File: config.mk
export PLATFORM = sky130hd
export DESIGN_NAME = qae_evaluator
export DESIGN_NICKNAME = d
export VERILOG_FILES = /design/src/qae_pkg.sv /design/src/qae_evaluator.sv
export SDC_FILE = /design/constraint.sdc
export NUM_CORES = 1
export LEC_CHECK = 0
export BUFFER_PORTS_ARGS = -buffer_cell sky130_fd_sc_hd__buf_2
export CAP_MARGIN = 40
export CELL_PAD_IN_SITES_DETAIL_PLACEMENT = 2
export CELL_PAD_IN_SITES_GLOBAL_PLACEMENT = 2
export CORE_MARGIN = 3
export CORE_UTILIZATION = 25
export CTS_CLUSTER_DIAMETER = 60
export DETAILED_ROUTE_END_ITERATION = 12
export GPL_TIMING_DRIVEN = 0
export PLACE_DENSITY = 0.84
export SETUP_SLACK_MARGIN = 0.02
export SLEW_MARGIN = 20
export SYNTH_ARGS = -nofsm -noshare
export SYNTH_HDL_FRONTEND = slang
export SYNTH_SLANG_ARGS = --single-unit
File: constraint.sdc
create_clock -name pclk -period 2.3 [get_ports pclk]
set_input_delay 0.115 -clock pclk [delete_from_list [all_inputs] [get_ports pclk]]
set_output_delay 0.115 -clock pclk [all_outputs]
set_load 0.1 [all_outputs]
File: src/qae_pkg.sv
// constants, register map and types of the answer evaluator
// assumes an apb slave in a single pclk domain
//
// Notes on behaviour
// - full correct sequence: decrement, clear flags, new question
// - any other sequence: increment, keep question
// - fourth answer in window one: premature, wrong if any answer was wrong
// - three right then none: only timeout flag
// - one or two then none: order fault, timeout
// - four done in window two: wrong as answered, order fault if window one short
// - under four at window end: timeout, wrong if any answer was wrong
// - next cycle at fourth answer or window end
// - two-bit tally reads three after fourth answer
package qae_pkg;

	// ***************************************
	// register map
	// ***************************************
	localparam logic [7:0] CTRL_OFS = 8'h00;
	localparam logic [7:0] STATUS_OFS = 8'h04;
	localparam logic [7:0] IRQ_STAT_OFS = 8'h08;
	localparam logic [7:0] IRQ_MASK_OFS = 8'h0C;

	// ***************************************
	// fields
	// ***************************************
	localparam int CTRL_EN_BIT = 0;
	localparam int FLAG_WRONG_BIT = 0;
	localparam int FLAG_EARLY_BIT = 1;
	localparam int FLAG_ORDER_BIT = 2;
	localparam int FLAG_TIMEOUT_BIT = 3;
	localparam int STAT_TALLY_LSB = 4;
	localparam int STAT_LIVE_LSB = 8;
	localparam int IRQ_PASS_BIT = 0;
	localparam int IRQ_FAIL_BIT = 1;

	// ***************************************
	// reset values and counts
	// ***************************************
	localparam logic CTRL_EN_RST = 1'b0;
	localparam logic [3:0] FLAGS_RST = 4'h0;
	localparam logic [1:0] IRQ_RST = 2'h0;
	localparam logic [2:0] LAST_INDEX = 3'h3;
	localparam logic [2:0] WIN1_NEEDED = 3'h3;
	localparam logic [1:0] TALLY_FULL = 2'h3;

	typedef enum logic [1:0] {
		QAE_IDLE = 2'b01,
		QAE_RUN = 2'b10
	} qae_state_type;

endpackage : qae_pkg

File: src/qae_evaluator.sv
// answer evaluator of a question-and-answer watchdog with apb registers
// assumes answer strobes, window phase and window end come from pclk logic
//
// Local design decisions: the APB interface to the registers and the register addresses.
`timescale 1ns/1ps
`default_nettype none

module qae_evaluator (
	// apb
	input wire logic pclk,
	input wire logic presetn,
	input wire logic psel,
	input wire logic penable,
	input wire logic pwrite,
	input wire logic [7:0] paddr,
	input wire logic [31:0] pwdata,
	output logic [31:0] prdata,
	output logic pready,
	output logic pslverr,
	// answers and windows
	input wire logic reply_strobe,
	input wire logic reply_ok,
	input wire logic in_second_window,
	input wire logic second_window_end,
	// cycle control
	output logic cycle_start,
	output logic fail_count_up,
	output logic fail_count_down,
	output logic new_question,
	// status
	output logic wrong_reply_flag,
	output logic premature_reply_flag,
	output logic order_fault_flag,
	output logic timeout_flag,
	output logic [1:0] reply_tally,
	output logic irq
);

	// ***************************************
	// apb decode
	// ***************************************
	logic acc, wr;
	logic hit_ctrl, hit_stat, hit_irq, hit_mask, mapped;
	assign acc = psel & penable;
	assign wr = acc & pwrite;
	assign hit_ctrl = paddr == qae_pkg::CTRL_OFS;
	assign hit_stat = paddr == qae_pkg::STATUS_OFS;
	assign hit_irq = paddr == qae_pkg::IRQ_STAT_OFS;
	assign hit_mask = paddr == qae_pkg::IRQ_MASK_OFS;
	assign mapped = hit_ctrl | hit_stat | hit_irq | hit_mask;
	// zero wait states keeps the answer path simple
	assign pready = 1'b1;
	// unmapped offsets answer with an error, never with a stall
	assign pslverr = acc & ~mapped;

	// ***************************************
	// state
	// ***************************************
	qae_pkg::qae_state_type state_q, state_d;
	logic en_q, en_d;
	logic [2:0] cnt_q, cnt_d;
	logic [2:0] w1_q, w1_d;
	logic bad_q, bad_d;
	logic [3:0] flags_q, flags_d;
	logic [1:0] tally_q, tally_d;
	logic [1:0] irq_stat_q, irq_stat_d;
	logic [1:0] irq_mask_q, irq_mask_d;
	logic start_q, start_d, up_q, up_d, down_q, down_d, newq_q, newq_d;
	logic [31:0] rdata_q, rdata_d;

	logic running, ans, fourth, evaluate, early, pass, bad_now;
	logic [2:0] w1_now;
	logic [1:0] live_tally;

	assign running = state_q == qae_pkg::QAE_RUN;
	assign ans = running & reply_strobe;
	assign fourth = ans & (cnt_q == qae_pkg::LAST_INDEX);
	// a fourth answer in the same cycle as window end takes precedence
	assign evaluate = fourth | (running & second_window_end);
	assign early = fourth & ~in_second_window;
	// an answer taken together with window end still counts toward the verdict
	assign bad_now = bad_q | (ans & ~reply_ok);
	assign w1_now = w1_q + {2'b00, ans & ~in_second_window};
	assign pass = fourth & ~early & ~bad_now & (w1_now == qae_pkg::WIN1_NEEDED);
	// tally lags the count by one, so three only ever means four answers
	assign live_tally = (cnt_q == 3'h0) ? 2'h0 : 2'(cnt_q - 3'h1);

	// ***************************************
	// next values
	// ***************************************
	always_comb begin
		state_d = state_q;
		en_d = en_q;
		cnt_d = cnt_q;
		w1_d = w1_q;
		bad_d = bad_q;
		flags_d = flags_q;
		tally_d = tally_q;
		irq_stat_d = irq_stat_q;
		irq_mask_d = irq_mask_q;
		start_d = 1'b0;
		up_d = 1'b0;
		down_d = 1'b0;
		newq_d = 1'b0;
		rdata_d = rdata_q;
		if (wr && hit_ctrl) begin
			en_d = pwdata[qae_pkg::CTRL_EN_BIT];
		end
		if (wr && hit_mask) begin
			irq_mask_d = pwdata[1:0];
		end
		if (wr && hit_irq) begin
			irq_stat_d = irq_stat_q & ~pwdata[1:0];
		end
		case (state_q)
			// strobes in the idle cycle after enable are not counted
			qae_pkg::QAE_IDLE: begin
				cnt_d = 3'h0;
				w1_d = 3'h0;
				bad_d = 1'b0;
				if (en_q) begin
					state_d = qae_pkg::QAE_RUN;
					start_d = 1'b1;
				end
			end
			qae_pkg::QAE_RUN: begin
				// disabling abandons the cycle but leaves the last verdict readable
				if (!en_q) begin
					state_d = qae_pkg::QAE_IDLE;
				end else if (evaluate) begin
					cnt_d = 3'h0;
					w1_d = 3'h0;
					bad_d = 1'b0;
					start_d = 1'b1;
					tally_d = fourth ? qae_pkg::TALLY_FULL : live_tally;
					flags_d[qae_pkg::FLAG_WRONG_BIT] = bad_now;
					flags_d[qae_pkg::FLAG_EARLY_BIT] = early;
					// order fault: window one short of three answers, window two reached
					flags_d[qae_pkg::FLAG_ORDER_BIT] = ~early
						& (w1_now < qae_pkg::WIN1_NEEDED);
					flags_d[qae_pkg::FLAG_TIMEOUT_BIT] = ~fourth;
					if (pass) begin
						flags_d = qae_pkg::FLAGS_RST;
						down_d = 1'b1;
						newq_d = 1'b1;
					end else begin
						up_d = 1'b1;
					end
					// hardware set wins over a same-cycle software clear
					irq_stat_d[qae_pkg::IRQ_PASS_BIT] = irq_stat_d[qae_pkg::IRQ_PASS_BIT] | pass;
					irq_stat_d[qae_pkg::IRQ_FAIL_BIT] = irq_stat_d[qae_pkg::IRQ_FAIL_BIT] | ~pass;
				end else if (ans) begin
					cnt_d = cnt_q + 3'h1;
					w1_d = w1_now;
					bad_d = bad_now;
				end
			end
			default: begin
				state_d = qae_pkg::QAE_IDLE;
			end
		endcase
		// captured in setup, so an evaluation in the access cycle cannot tear it
		if (psel && !penable && !pwrite) begin
			rdata_d = 32'h0000_0000;
			if (hit_ctrl) begin
				rdata_d[qae_pkg::CTRL_EN_BIT] = en_q;
			end
			if (hit_stat) begin
				rdata_d[3:0] = flags_q;
				rdata_d[qae_pkg::STAT_TALLY_LSB +: 2] = tally_q;
				rdata_d[qae_pkg::STAT_LIVE_LSB +: 2] = live_tally;
			end
			if (hit_irq) begin
				rdata_d[1:0] = irq_stat_q;
			end
			if (hit_mask) begin
				rdata_d[1:0] = irq_mask_q;
			end
		end
	end

	// ***************************************
	// registers
	// ***************************************
	always_ff @(posedge pclk or negedge presetn) begin
		if (!presetn) begin
			state_q <= qae_pkg::QAE_IDLE;
			en_q <= qae_pkg::CTRL_EN_RST;
			cnt_q <= 3'h0;
			w1_q <= 3'h0;
			bad_q <= 1'b0;
			flags_q <= qae_pkg::FLAGS_RST;
			tally_q <= 2'h0;
			irq_stat_q <= qae_pkg::IRQ_RST;
			irq_mask_q <= qae_pkg::IRQ_RST;
			start_q <= 1'b0;
			up_q <= 1'b0;
			down_q <= 1'b0;
			newq_q <= 1'b0;
			rdata_q <= 32'h0000_0000;
		end else begin
			state_q <= state_d;
			en_q <= en_d;
			cnt_q <= cnt_d;
			w1_q <= w1_d;
			bad_q <= bad_d;
			flags_q <= flags_d;
			tally_q <= tally_d;
			irq_stat_q <= irq_stat_d;
			irq_mask_q <= irq_mask_d;
			start_q <= start_d;
			up_q <= up_d;
			down_q <= down_d;
			newq_q <= newq_d;
			rdata_q <= rdata_d;
		end
	end

	// ***************************************
	// outputs
	// ***************************************
	assign prdata = rdata_q;
	assign cycle_start = start_q;
	assign fail_count_up = up_q;
	assign fail_count_down = down_q;
	assign new_question = newq_q;
	assign wrong_reply_flag = flags_q[qae_pkg::FLAG_WRONG_BIT];
	assign premature_reply_flag = flags_q[qae_pkg::FLAG_EARLY_BIT];
	assign order_fault_flag = flags_q[qae_pkg::FLAG_ORDER_BIT];
	assign timeout_flag = flags_q[qae_pkg::FLAG_TIMEOUT_BIT];
	assign reply_tally = tally_q;
	assign irq = |(irq_stat_q & irq_mask_q);
endmodule : qae_evaluator

`default_nettype wire

==> reports/metrics.json, run 1 <==
{
  "path_cells": {"value": "inv_1 -> ha_2 -> buf_6 -> nand2_4 -> nor2_1 -> ha_2 -> ha_4 -> xor2_1 -> nor4_4 -> and2_4 -> a21o_1"},
  "power.sequential.fraction": {"value": 40.5, "unit": "%"},
  "rsz0062_at_grt": {"value": "false"},
  "route.detailed.drc": {"value": 0},
  "internal_power": {"value": 0.890, "unit": "mW"},
  "hpwlAfterDp": {"value": 3400, "unit": "µm"},
  "first_global_vias": {"value": 1447},
  "drc_marker_count_from_the_first_detailed_route_iteration": {"value": 38},
  "route.antenna.remaining_nets": {"value": 0},
  "netlist_top_cells_area": {"value": "dfrtp_1 (44%), buf_4 (11%), a22o_1 (6.1%), ha_1 (5.1%), mux2_2 (3.3%)"},
  "grt_first_pass_wirelength": {"value": 7180, "unit": "µm"},
  "n_antenna_cell": {"value": 0},
  "crit_top_cell": {"value": "ha_2"},
  "max_clock_freq": {"value": 459, "unit": "MHz"},
  "timing_worst_slew_pin_value": {"value": 732, "unit": "ps"},
  "die_height": {"value": 89.0, "unit": "µm"},
  "tritoncts": {"value": "done"},
  "path_class": {"value": "reg -> reg"},
  "max_slew_margin": {"value": 50.7, "unit": "%"},
  "min_period": {"value": 2180, "unit": "ps"},
  "hold_ws": {"value": 81.6, "unit": "ps"},
  "seq_area_frac_synth": {"value": 45.1, "unit": "%"},
  "post_route_cells_drive_above_1_share": {"value": 40.9, "unit": "%"},
  "power_per_cell_area": {"value": 635, "unit": "nW/µm²"},
  "status": {"value": "complete, no violations"},
  "combPwrFrac": {"value": 31.4, "unit": "%"},
  "critical_path_peak_fanout": {"value": 5},
  "finalSetupViolations": {"value": 0},
  "synth_area_leader_cell": {"value": "dfrtp_1"},
  "required": {"value": 2470, "unit": "ps"},
  "cts_inserted_buffers": {"value": 5},
  "pwr-share-clk": {"value": 28.2, "unit": "%"},
  "synth_largest_type_area_fraction": {"value": 43.6, "unit": "%"},
  "post_synthesis_sequential_element_count": {"value": 31},
  "tightest_hold_check_type": {"value": "in -> reg"},
  "initial_utilization": {"value": 26.5, "unit": "%"},
  "pin_count": {"value": 94},
  "final.setup.tns": {"value": 0, "unit": "ps"},
  "peak_vdd_ir": {"value": 0.168, "unit": "mV"},
  "antenna_found_initial": {"value": 0},
  "die_width": {"value": 89.0, "unit": "µm"},
  "yosysWarnings": {"value": 0},
  "groute.usage.overall": {"value": 12.3, "unit": "%"},
  "clock_slew_seen_by_the_registers_of_the_worst_setup_and_hold_paths": {"value": 60, "unit": "ps"},
  "maximum_number_of_pins_on_one_net_before_global_route_repair": {"value": 32},
  "wl": {"value": 4600, "unit": "µm"},
  "place.gp.congestion": {"value": 0.768},
  "cts-htree-levels": {"value": 2},
  "total_switching_power": {"value": 0.552, "unit": "mW"},
  "place_inst": {"value": 299},
  "worst_ep_arrival_time": {"value": 2350, "unit": "ps"},
  "critPathSlowestCell": {"value": "dfstp_2"},
  "floorplan.die_area": {"value": 7920, "unit": "µm²"},
  "place.port_buffers": {"value": 37},
  "final_max_slew_viol_count": {"value": 0},
  "switching_share": {"value": 38.3, "unit": "%"},
  "cts.path.max_buffers": {"value": 2},
  "synth.distinct_cells": {"value": 39},
  "clk_latency_worst_skew_pair": {"value": 280, "unit": "ps"},
  "final_net_count": {"value": 290},
  "report.power.total": {"value": 1.44, "unit": "mW"},
  "cts_root_buffer": {"value": "clkbuf_8"},
  "hold_viol": {"value": 0},
  "finalClockSkew": {"value": 2.00, "unit": "ps"},
  "vias_per_cell": {"value": 4.56},
  "placementRows": {"value": 29},
  "static_leak": {"value": 1.24, "unit": "nW"},
  "grt.overflow.total": {"value": 0},
  "cpPeakStageDelay": {"value": 540, "unit": "ps"},
  "vias": {"value": 1422},
  "post_layout_nonfiller_instances": {"value": 312},
  "fp.coreArea": {"value": 6490, "unit": "µm²"},
  "cts_sinks": {"value": 31},
  "final.period_utilization": {"value": 94.7, "unit": "%"},
  "detailed_place.area": {"value": 2090, "unit": "µm²"},
  "cp-end-kind": {"value": "flip-flop"},
  "synth_area": {"value": 1720, "unit": "µm²"},
  "dr.pass1.iters": {"value": 4},
  "number_of_instances_in_the_synthesized_netlist": {"value": 162},
  "syn_area_per_cell": {"value": 10.6, "unit": "µm²"},
  "wl_per_cell": {"value": 14.7, "unit": "µm"},
  "areaGrowthSynthToFinish": {"value": 31.9, "unit": "%"},
  "fin_area": {"value": 2270, "unit": "µm²"},
  "crit_path_start_kind": {"value": "flip-flop"},
  "drv_cap": {"value": 0}
}
## power groups by stage
stage	logic (mW)	clock network (mW)	registers [mW]
global placement	0.427	0	0.592
CTS	0.443	0.423	0.583
global route	0.485	0.450	0.586
detailed placement	0.438	0	0.594
finish	0.452	0.406	0.584
floorplan	0.324	0	0.628
## state kept, by name (all words and copies together), names as in the netlist
register / flops
bad_q: 1
cnt_q: 3
cycle_start: 1
en_q: 1
fail_count_up: 1
flags_q: 4
irq_mask_q: 2
irq_stat_q: 2
new_question: 1
prdata: 8
reply_tally: 2
state_q: 2
w1_q: 3
## final timing paths
kind                       cells after the start       start  slack, ps       endpoint
min in group asynchronous                      2     presetn        450  irq_stat_q[1]
hold / removal                                 2   pwdata[1]         80  irq_mask_q[1]
setup reg to reg                              11  state_q[0]        120  irq_stat_q[0]
max in group asynchronous                      2     presetn       1370      prdata[8]
setup / recovery                              11  state_q[0]        120  irq_stat_q[0]
hold reg to reg                                1   prdata[2]        500      prdata[2]
## worst max-delay path, delay by kind of cell (launching register included)
family | cells | cell delay (ps)
xor+xnor | 1 | 290
buf+inv | 2 | 180
fa+ha+maj | 3 | 550
simple gates | 4 | 360
flops | 1 | 540
compound gates | 1 | 150
## cell families (layout without fill, tap and decap cells)
kind of cell	after synthesis	in the layout	synth area share, %
compound gates	32	32	13.2
xor+xnor	1	1	0.509
fa+ha+maj	7	7	5.09
buf+inv	39	89	14.3
flops	31	31	45.1
mux	9	9	6.90
other cells	2	25	0.436
simple gates	41	41	14.5
## stage by stage
stage               utilization (%)  setup WS (ps)
finish                         35.0            121
global route                   35.0           16.8
CTS                            34.3           36.6
detailed placement             32.2           -127
global placement               32.2          -50.2
floorplan                         -            179
## cell usage after synthesis
master,count
buf_4,26
nand3b_1,1
a21o_1,3
mux2_2,5
mux4_2,1
nor4b_1,1
and3_2,1
nand3_1,1
o22a_1,1
dfstp_2,1
a22o_1,12
nor3b_1,2
o21ai_0,4
xor2_1,1
o21bai_1,1
o41ai_1,1
clkbuf_1,2
nand2b_1,2
nand2_1,9
conb_1,2
or4_1,2
nor3_1,1
o22ai_1,1
dfrtp_1,30
or3b_1,1
a21oi_1,7
nor4_4,2
inv_1,9
mux2i_1,1
nor2_1,12
nor4_1,2
and2_1,1
mux2_4,2
a31oi_1,2
ha_1,7
or3_4,1
nand2_2,1
buf_2,2
and3_1,1
## metal layers
metal | track usage [%] | share of wire, %
met1 | 13.3 | 39
met2 | 22.0 | 53
met3 | 3.59 | 5.7
met4 | 5.68 | 1.9
met5 | 0 | 0
## cell type report
cell class                      count  area (µm²)
Tap cell                           77        96.3
Sequential cell                    31         777
Buffer                             30         219
Timing Repair Buffer               42         225
Multi-Input combinational cell    115         840
Inverter                            9        33.8
Fill cell                         726        4220
Clock buffer                        8        80.1
## repair_timing
item	CTS	global route
resized for setup	10	3
gates cloned	0	0
pin swaps	1	4
setup buffers	0	4
hold buffers	1	0
setup endpoints to repair	4	4
hold endpoints to repair	30	0
## cells in the final DEF, fill, tap and decap left out, types with 2 or more instances in the layout
cell type	instances
buf_4	30
mux2_2	5
a21o_1	3
nor2_1	12
nand2_1	7
a21oi_1	7
buf_2	38
dfrtp_1	30
a22o_1	12
or4_1	2
ha_2	2
clkbuf_1	5
a31oi_1	2
o21ai_0	4
conb_1	25
inv_1	9
mux2_4	2
nand2b_1	2
nor3b_1	2
clkbuf_8	5
nor4_4	3
ha_1	4
nand2_4	2
(Power assumes the default switching activity.)
==> run 2, diff against run 1 <==
- clock period: 2.3 -> 2.2 ns (I/O delays scaled with it)
==> reports/metrics.json, run 2 (same netlist as run 1, synthesis figures left out) <==
{
  "status": {"value": "complete, no violations"},
  "worst_ep_arrival_time": {"value": 2260, "unit": "ps", "change": "-90 ps"},
  "groute.usage.overall": {"value": 12.2, "unit": "%", "change": "-0.11 points"},
  "max_slew_margin": {"value": 51.3, "unit": "%", "change": "+0.52 points"},
  "antenna_found_initial": {"value": 0, "change": "unchanged"},
  "finalClockSkew": {"value": 2.08, "unit": "ps", "change": "+0.0759 ps"},
  "hpwlAfterDp": {"value": 3400, "unit": "µm", "change": "unchanged"},
  "dp_slack": {"value": -227, "unit": "ps", "change": "-100 ps"},
  "clock_slew_seen_by_the_registers_of_the_worst_setup_and_hold_paths": {"value": 60, "unit": "ps", "change": "about the same"},
  "combPwrFrac": {"value": 32.5, "unit": "%", "change": "+1.1 points"},
  "final.setup.tns": {"value": 0, "unit": "ps", "change": "unchanged"},
  "n_antenna_cell": {"value": 0, "change": "unchanged"},
  "wl_per_cell": {"value": 14.7, "unit": "µm", "change": "-0.17%"},
  "report.power.total": {"value": 1.53, "unit": "mW", "change": "+6.1%"},
  "wl": {"value": 4610, "unit": "µm", "change": "+0.15%"},
  "required": {"value": 2370, "unit": "ps", "change": "-100 ps"},
  "rsz0062_at_grt": {"value": "false"},
  "power.sequential.fraction": {"value": 39.7, "unit": "%", "change": "-0.8 points"},
  "detailed_place.area": {"value": 2090, "unit": "µm²", "change": "unchanged"},
  "cts-htree-levels": {"value": 2, "change": "unchanged"},
  "fin_area": {"value": 2280, "unit": "µm²", "change": "+0.44%"},
  "die_width": {"value": 89.0, "unit": "µm", "change": "unchanged"},
  "cp-end-kind": {"value": "flip-flop"},
  "critical_path_peak_fanout": {"value": 4, "change": "-1"},
  "pwr-share-clk": {"value": 27.8, "unit": "%", "change": "-0.4 points"},
  "hold_viol": {"value": 0, "change": "unchanged"},
  "min_period": {"value": 2090, "unit": "ps", "change": "-90.3 ps"},
  "final_net_count": {"value": 291, "change": "+0.34%"},
  "timing_worst_slew_pin_value": {"value": 724, "unit": "ps", "change": "-7.78 ps"},
  "post_route_cells_drive_above_1_share": {"value": 41.5, "unit": "%", "change": "+0.67 points"},
  "tritoncts": {"value": "done"},
  "die_height": {"value": 89.0, "unit": "µm", "change": "unchanged"},
  "total_switching_power": {"value": 0.586, "unit": "mW", "change": "+6.0%"},
  "path_class": {"value": "reg -> reg"},
  "static_leak": {"value": 1.24, "unit": "nW", "change": "about the same"},
  "route.detailed.drc": {"value": 0, "change": "unchanged"},
  "pin_count": {"value": 94, "change": "unchanged"},
  "dr.pass1.iters": {"value": 4, "change": "unchanged"},
  "placementRows": {"value": 29, "change": "unchanged"},
  "power_per_cell_area": {"value": 671, "unit": "nW/µm²", "change": "+5.6%"},
  "post_layout_nonfiller_instances": {"value": 313, "change": "+0.32%"},
  "vias": {"value": 1417, "change": "-0.35%"},
  "final_max_slew_viol_count": {"value": 0, "change": "unchanged"},
  "finalSetupViolations": {"value": 0, "change": "unchanged"},
  "floorplan.die_area": {"value": 7920, "unit": "µm²", "change": "unchanged"},
  "timing.final.ws_setup": {"value": 112, "unit": "ps", "change": "-9.66 ps"},
  "cts.path.max_buffers": {"value": 2, "change": "unchanged"},
  "max_clock_freq": {"value": 479, "unit": "MHz", "change": "+4.3%"},
  "place.port_buffers": {"value": 37, "change": "unchanged"},
  "maximum_number_of_pins_on_one_net_before_global_route_repair": {"value": 32, "change": "unchanged"},
  "areaGrowthSynthToFinish": {"value": 32.5, "unit": "%"},
  "grt.overflow.total": {"value": 0, "change": "unchanged"},
  "final.period_utilization": {"value": 94.9, "unit": "%", "change": "+0.20 points"},
  "tightest_hold_check_type": {"value": "in -> reg"},
  "cts_inserted_buffers": {"value": 5, "change": "unchanged"},
  "first_global_vias": {"value": 1444, "change": "-0.21%"},
  "cts_sinks": {"value": 31, "change": "unchanged"},
  "clk_latency_worst_skew_pair": {"value": 280, "unit": "ps", "change": "about the same"},
  "crit_path_start_kind": {"value": "flip-flop"},
  "drv_cap": {"value": 0, "change": "unchanged"},
  "peak_vdd_ir": {"value": 0.175, "unit": "mV", "change": "+3.8%"},
  "fp.coreArea": {"value": 6490, "unit": "µm²", "change": "unchanged"},
  "grt_first_pass_wirelength": {"value": 7100, "unit": "µm", "change": "-1.1%"},
  "layout_commonest_cell": {"value": "buf_2"},
  "place_inst": {"value": 299, "change": "unchanged"},
  "place.gp.congestion": {"value": 0.768, "change": "unchanged"},
  "route.antenna.remaining_nets": {"value": 0, "change": "unchanged"},
  "most-common-layout-cells": {"value": "buf_2 (38), buf_4 (31), dfrtp_1 (30)"},
  "vias_per_cell": {"value": 4.53, "change": "-0.67%"},
  "largest_register_ffs": {"value": 8, "change": "unchanged"},
  "switching_share": {"value": 38.3, "unit": "%", "change": "about the same"},
  "cts_root_buffer": {"value": "clkbuf_8"},
  "initial_utilization": {"value": 26.5, "unit": "%", "change": "unchanged"},
  "drc_marker_count_from_the_first_detailed_route_iteration": {"value": 37, "change": "-2.6%"},
  "internal_power": {"value": 0.945, "unit": "mW", "change": "+6.1%"}
}
==> run 2: cell count changes in the layout (fill, tap and decap cells not counted) <==
cell and delta:
nor2_1 -1, buf_4 +1, nor2_2 +1
==> run 2: metal layers <==
layer,vias up,wire (µm),track usage [%],part of all wire [%]
met5,-,0,0,0
met4,0,89,5.68,1.9
met3,6,262,3.59,5.7
met2,43,2420,21.7,53
met1,704,1830,13.3,40
li1,664,-,-,-
==> run 2: worst paths after layout <==
path                                 start            end  slack [ps]  cells after the start
worst max-delay path            state_q[0]     flags_q[2]         110                     10
worst min-delay path             pwdata[1]  irq_mask_q[1]          80                      2
worst max register to register  state_q[0]     flags_q[2]         110                     10
worst min register to register   prdata[2]      prdata[2]         500                      1
max in group asynchronous          presetn      prdata[8]        1280                      2
min in group asynchronous          presetn  irq_stat_q[1]         450                      2
==> run 2: area by class of cell <==
cell class / count / area [µm²]
Sequential cell: 31 / 777
Multi-Input combinational cell: 115 / 842
Timing Repair Buffer: 43 / 233
Clock buffer: 8 / 80.1
Fill cell: 725 / 4210
Tap cell: 77 / 96.3
Inverter: 9 / 33.8
Buffer: 30 / 219
==> run 2: through the flow <==
step / util, % / hold slack [ps]
3_3_place_gp: 32.2 / 206
5_1_grt: 35.1 / 76.1
3_5_place_dp: 32.2 / 208
4_1_cts: 34.8 / 72.2
2_1_floorplan: - / -186
6_report: 35.1 / 76.2
==> run 2: critical path: stages (launching register included) <==
cell	delay, ps
dfstp_2	530
inv_1	40
ha_2	170
buf_6	120
nand2_4	80
nor2_2	40
ha_2	180
ha_4	160
xor2_1	280
nor3b_1	110
mux2_2	270
==> run 2: what timing repair did <==
action / 4_1_cts / 5_1_grt
hold buffers: 1 / 0
gates resized for setup: 13 / 1
setup endpoints to repair: 5 / 4
pin swaps: 4 / 5
buffers inserted: 3 / 2
hold endpoints to repair: 30 / 0
==> run 2: power groups by stage <==
| stage | Combinational (mW) | Sequential (mW) | Clock [mW] |
|---|---|---|---|
| after CTS | 0.480 | 0.608 | 0.442 |
| after floorplan | 0.339 | 0.656 | 0 |
| after global placement | 0.446 | 0.619 | 0 |
| after detailed placement | 0.458 | 0.621 | 0 |
| final | 0.497 | 0.608 | 0.425 |
| after global routing | 0.531 | 0.610 | 0.470 |
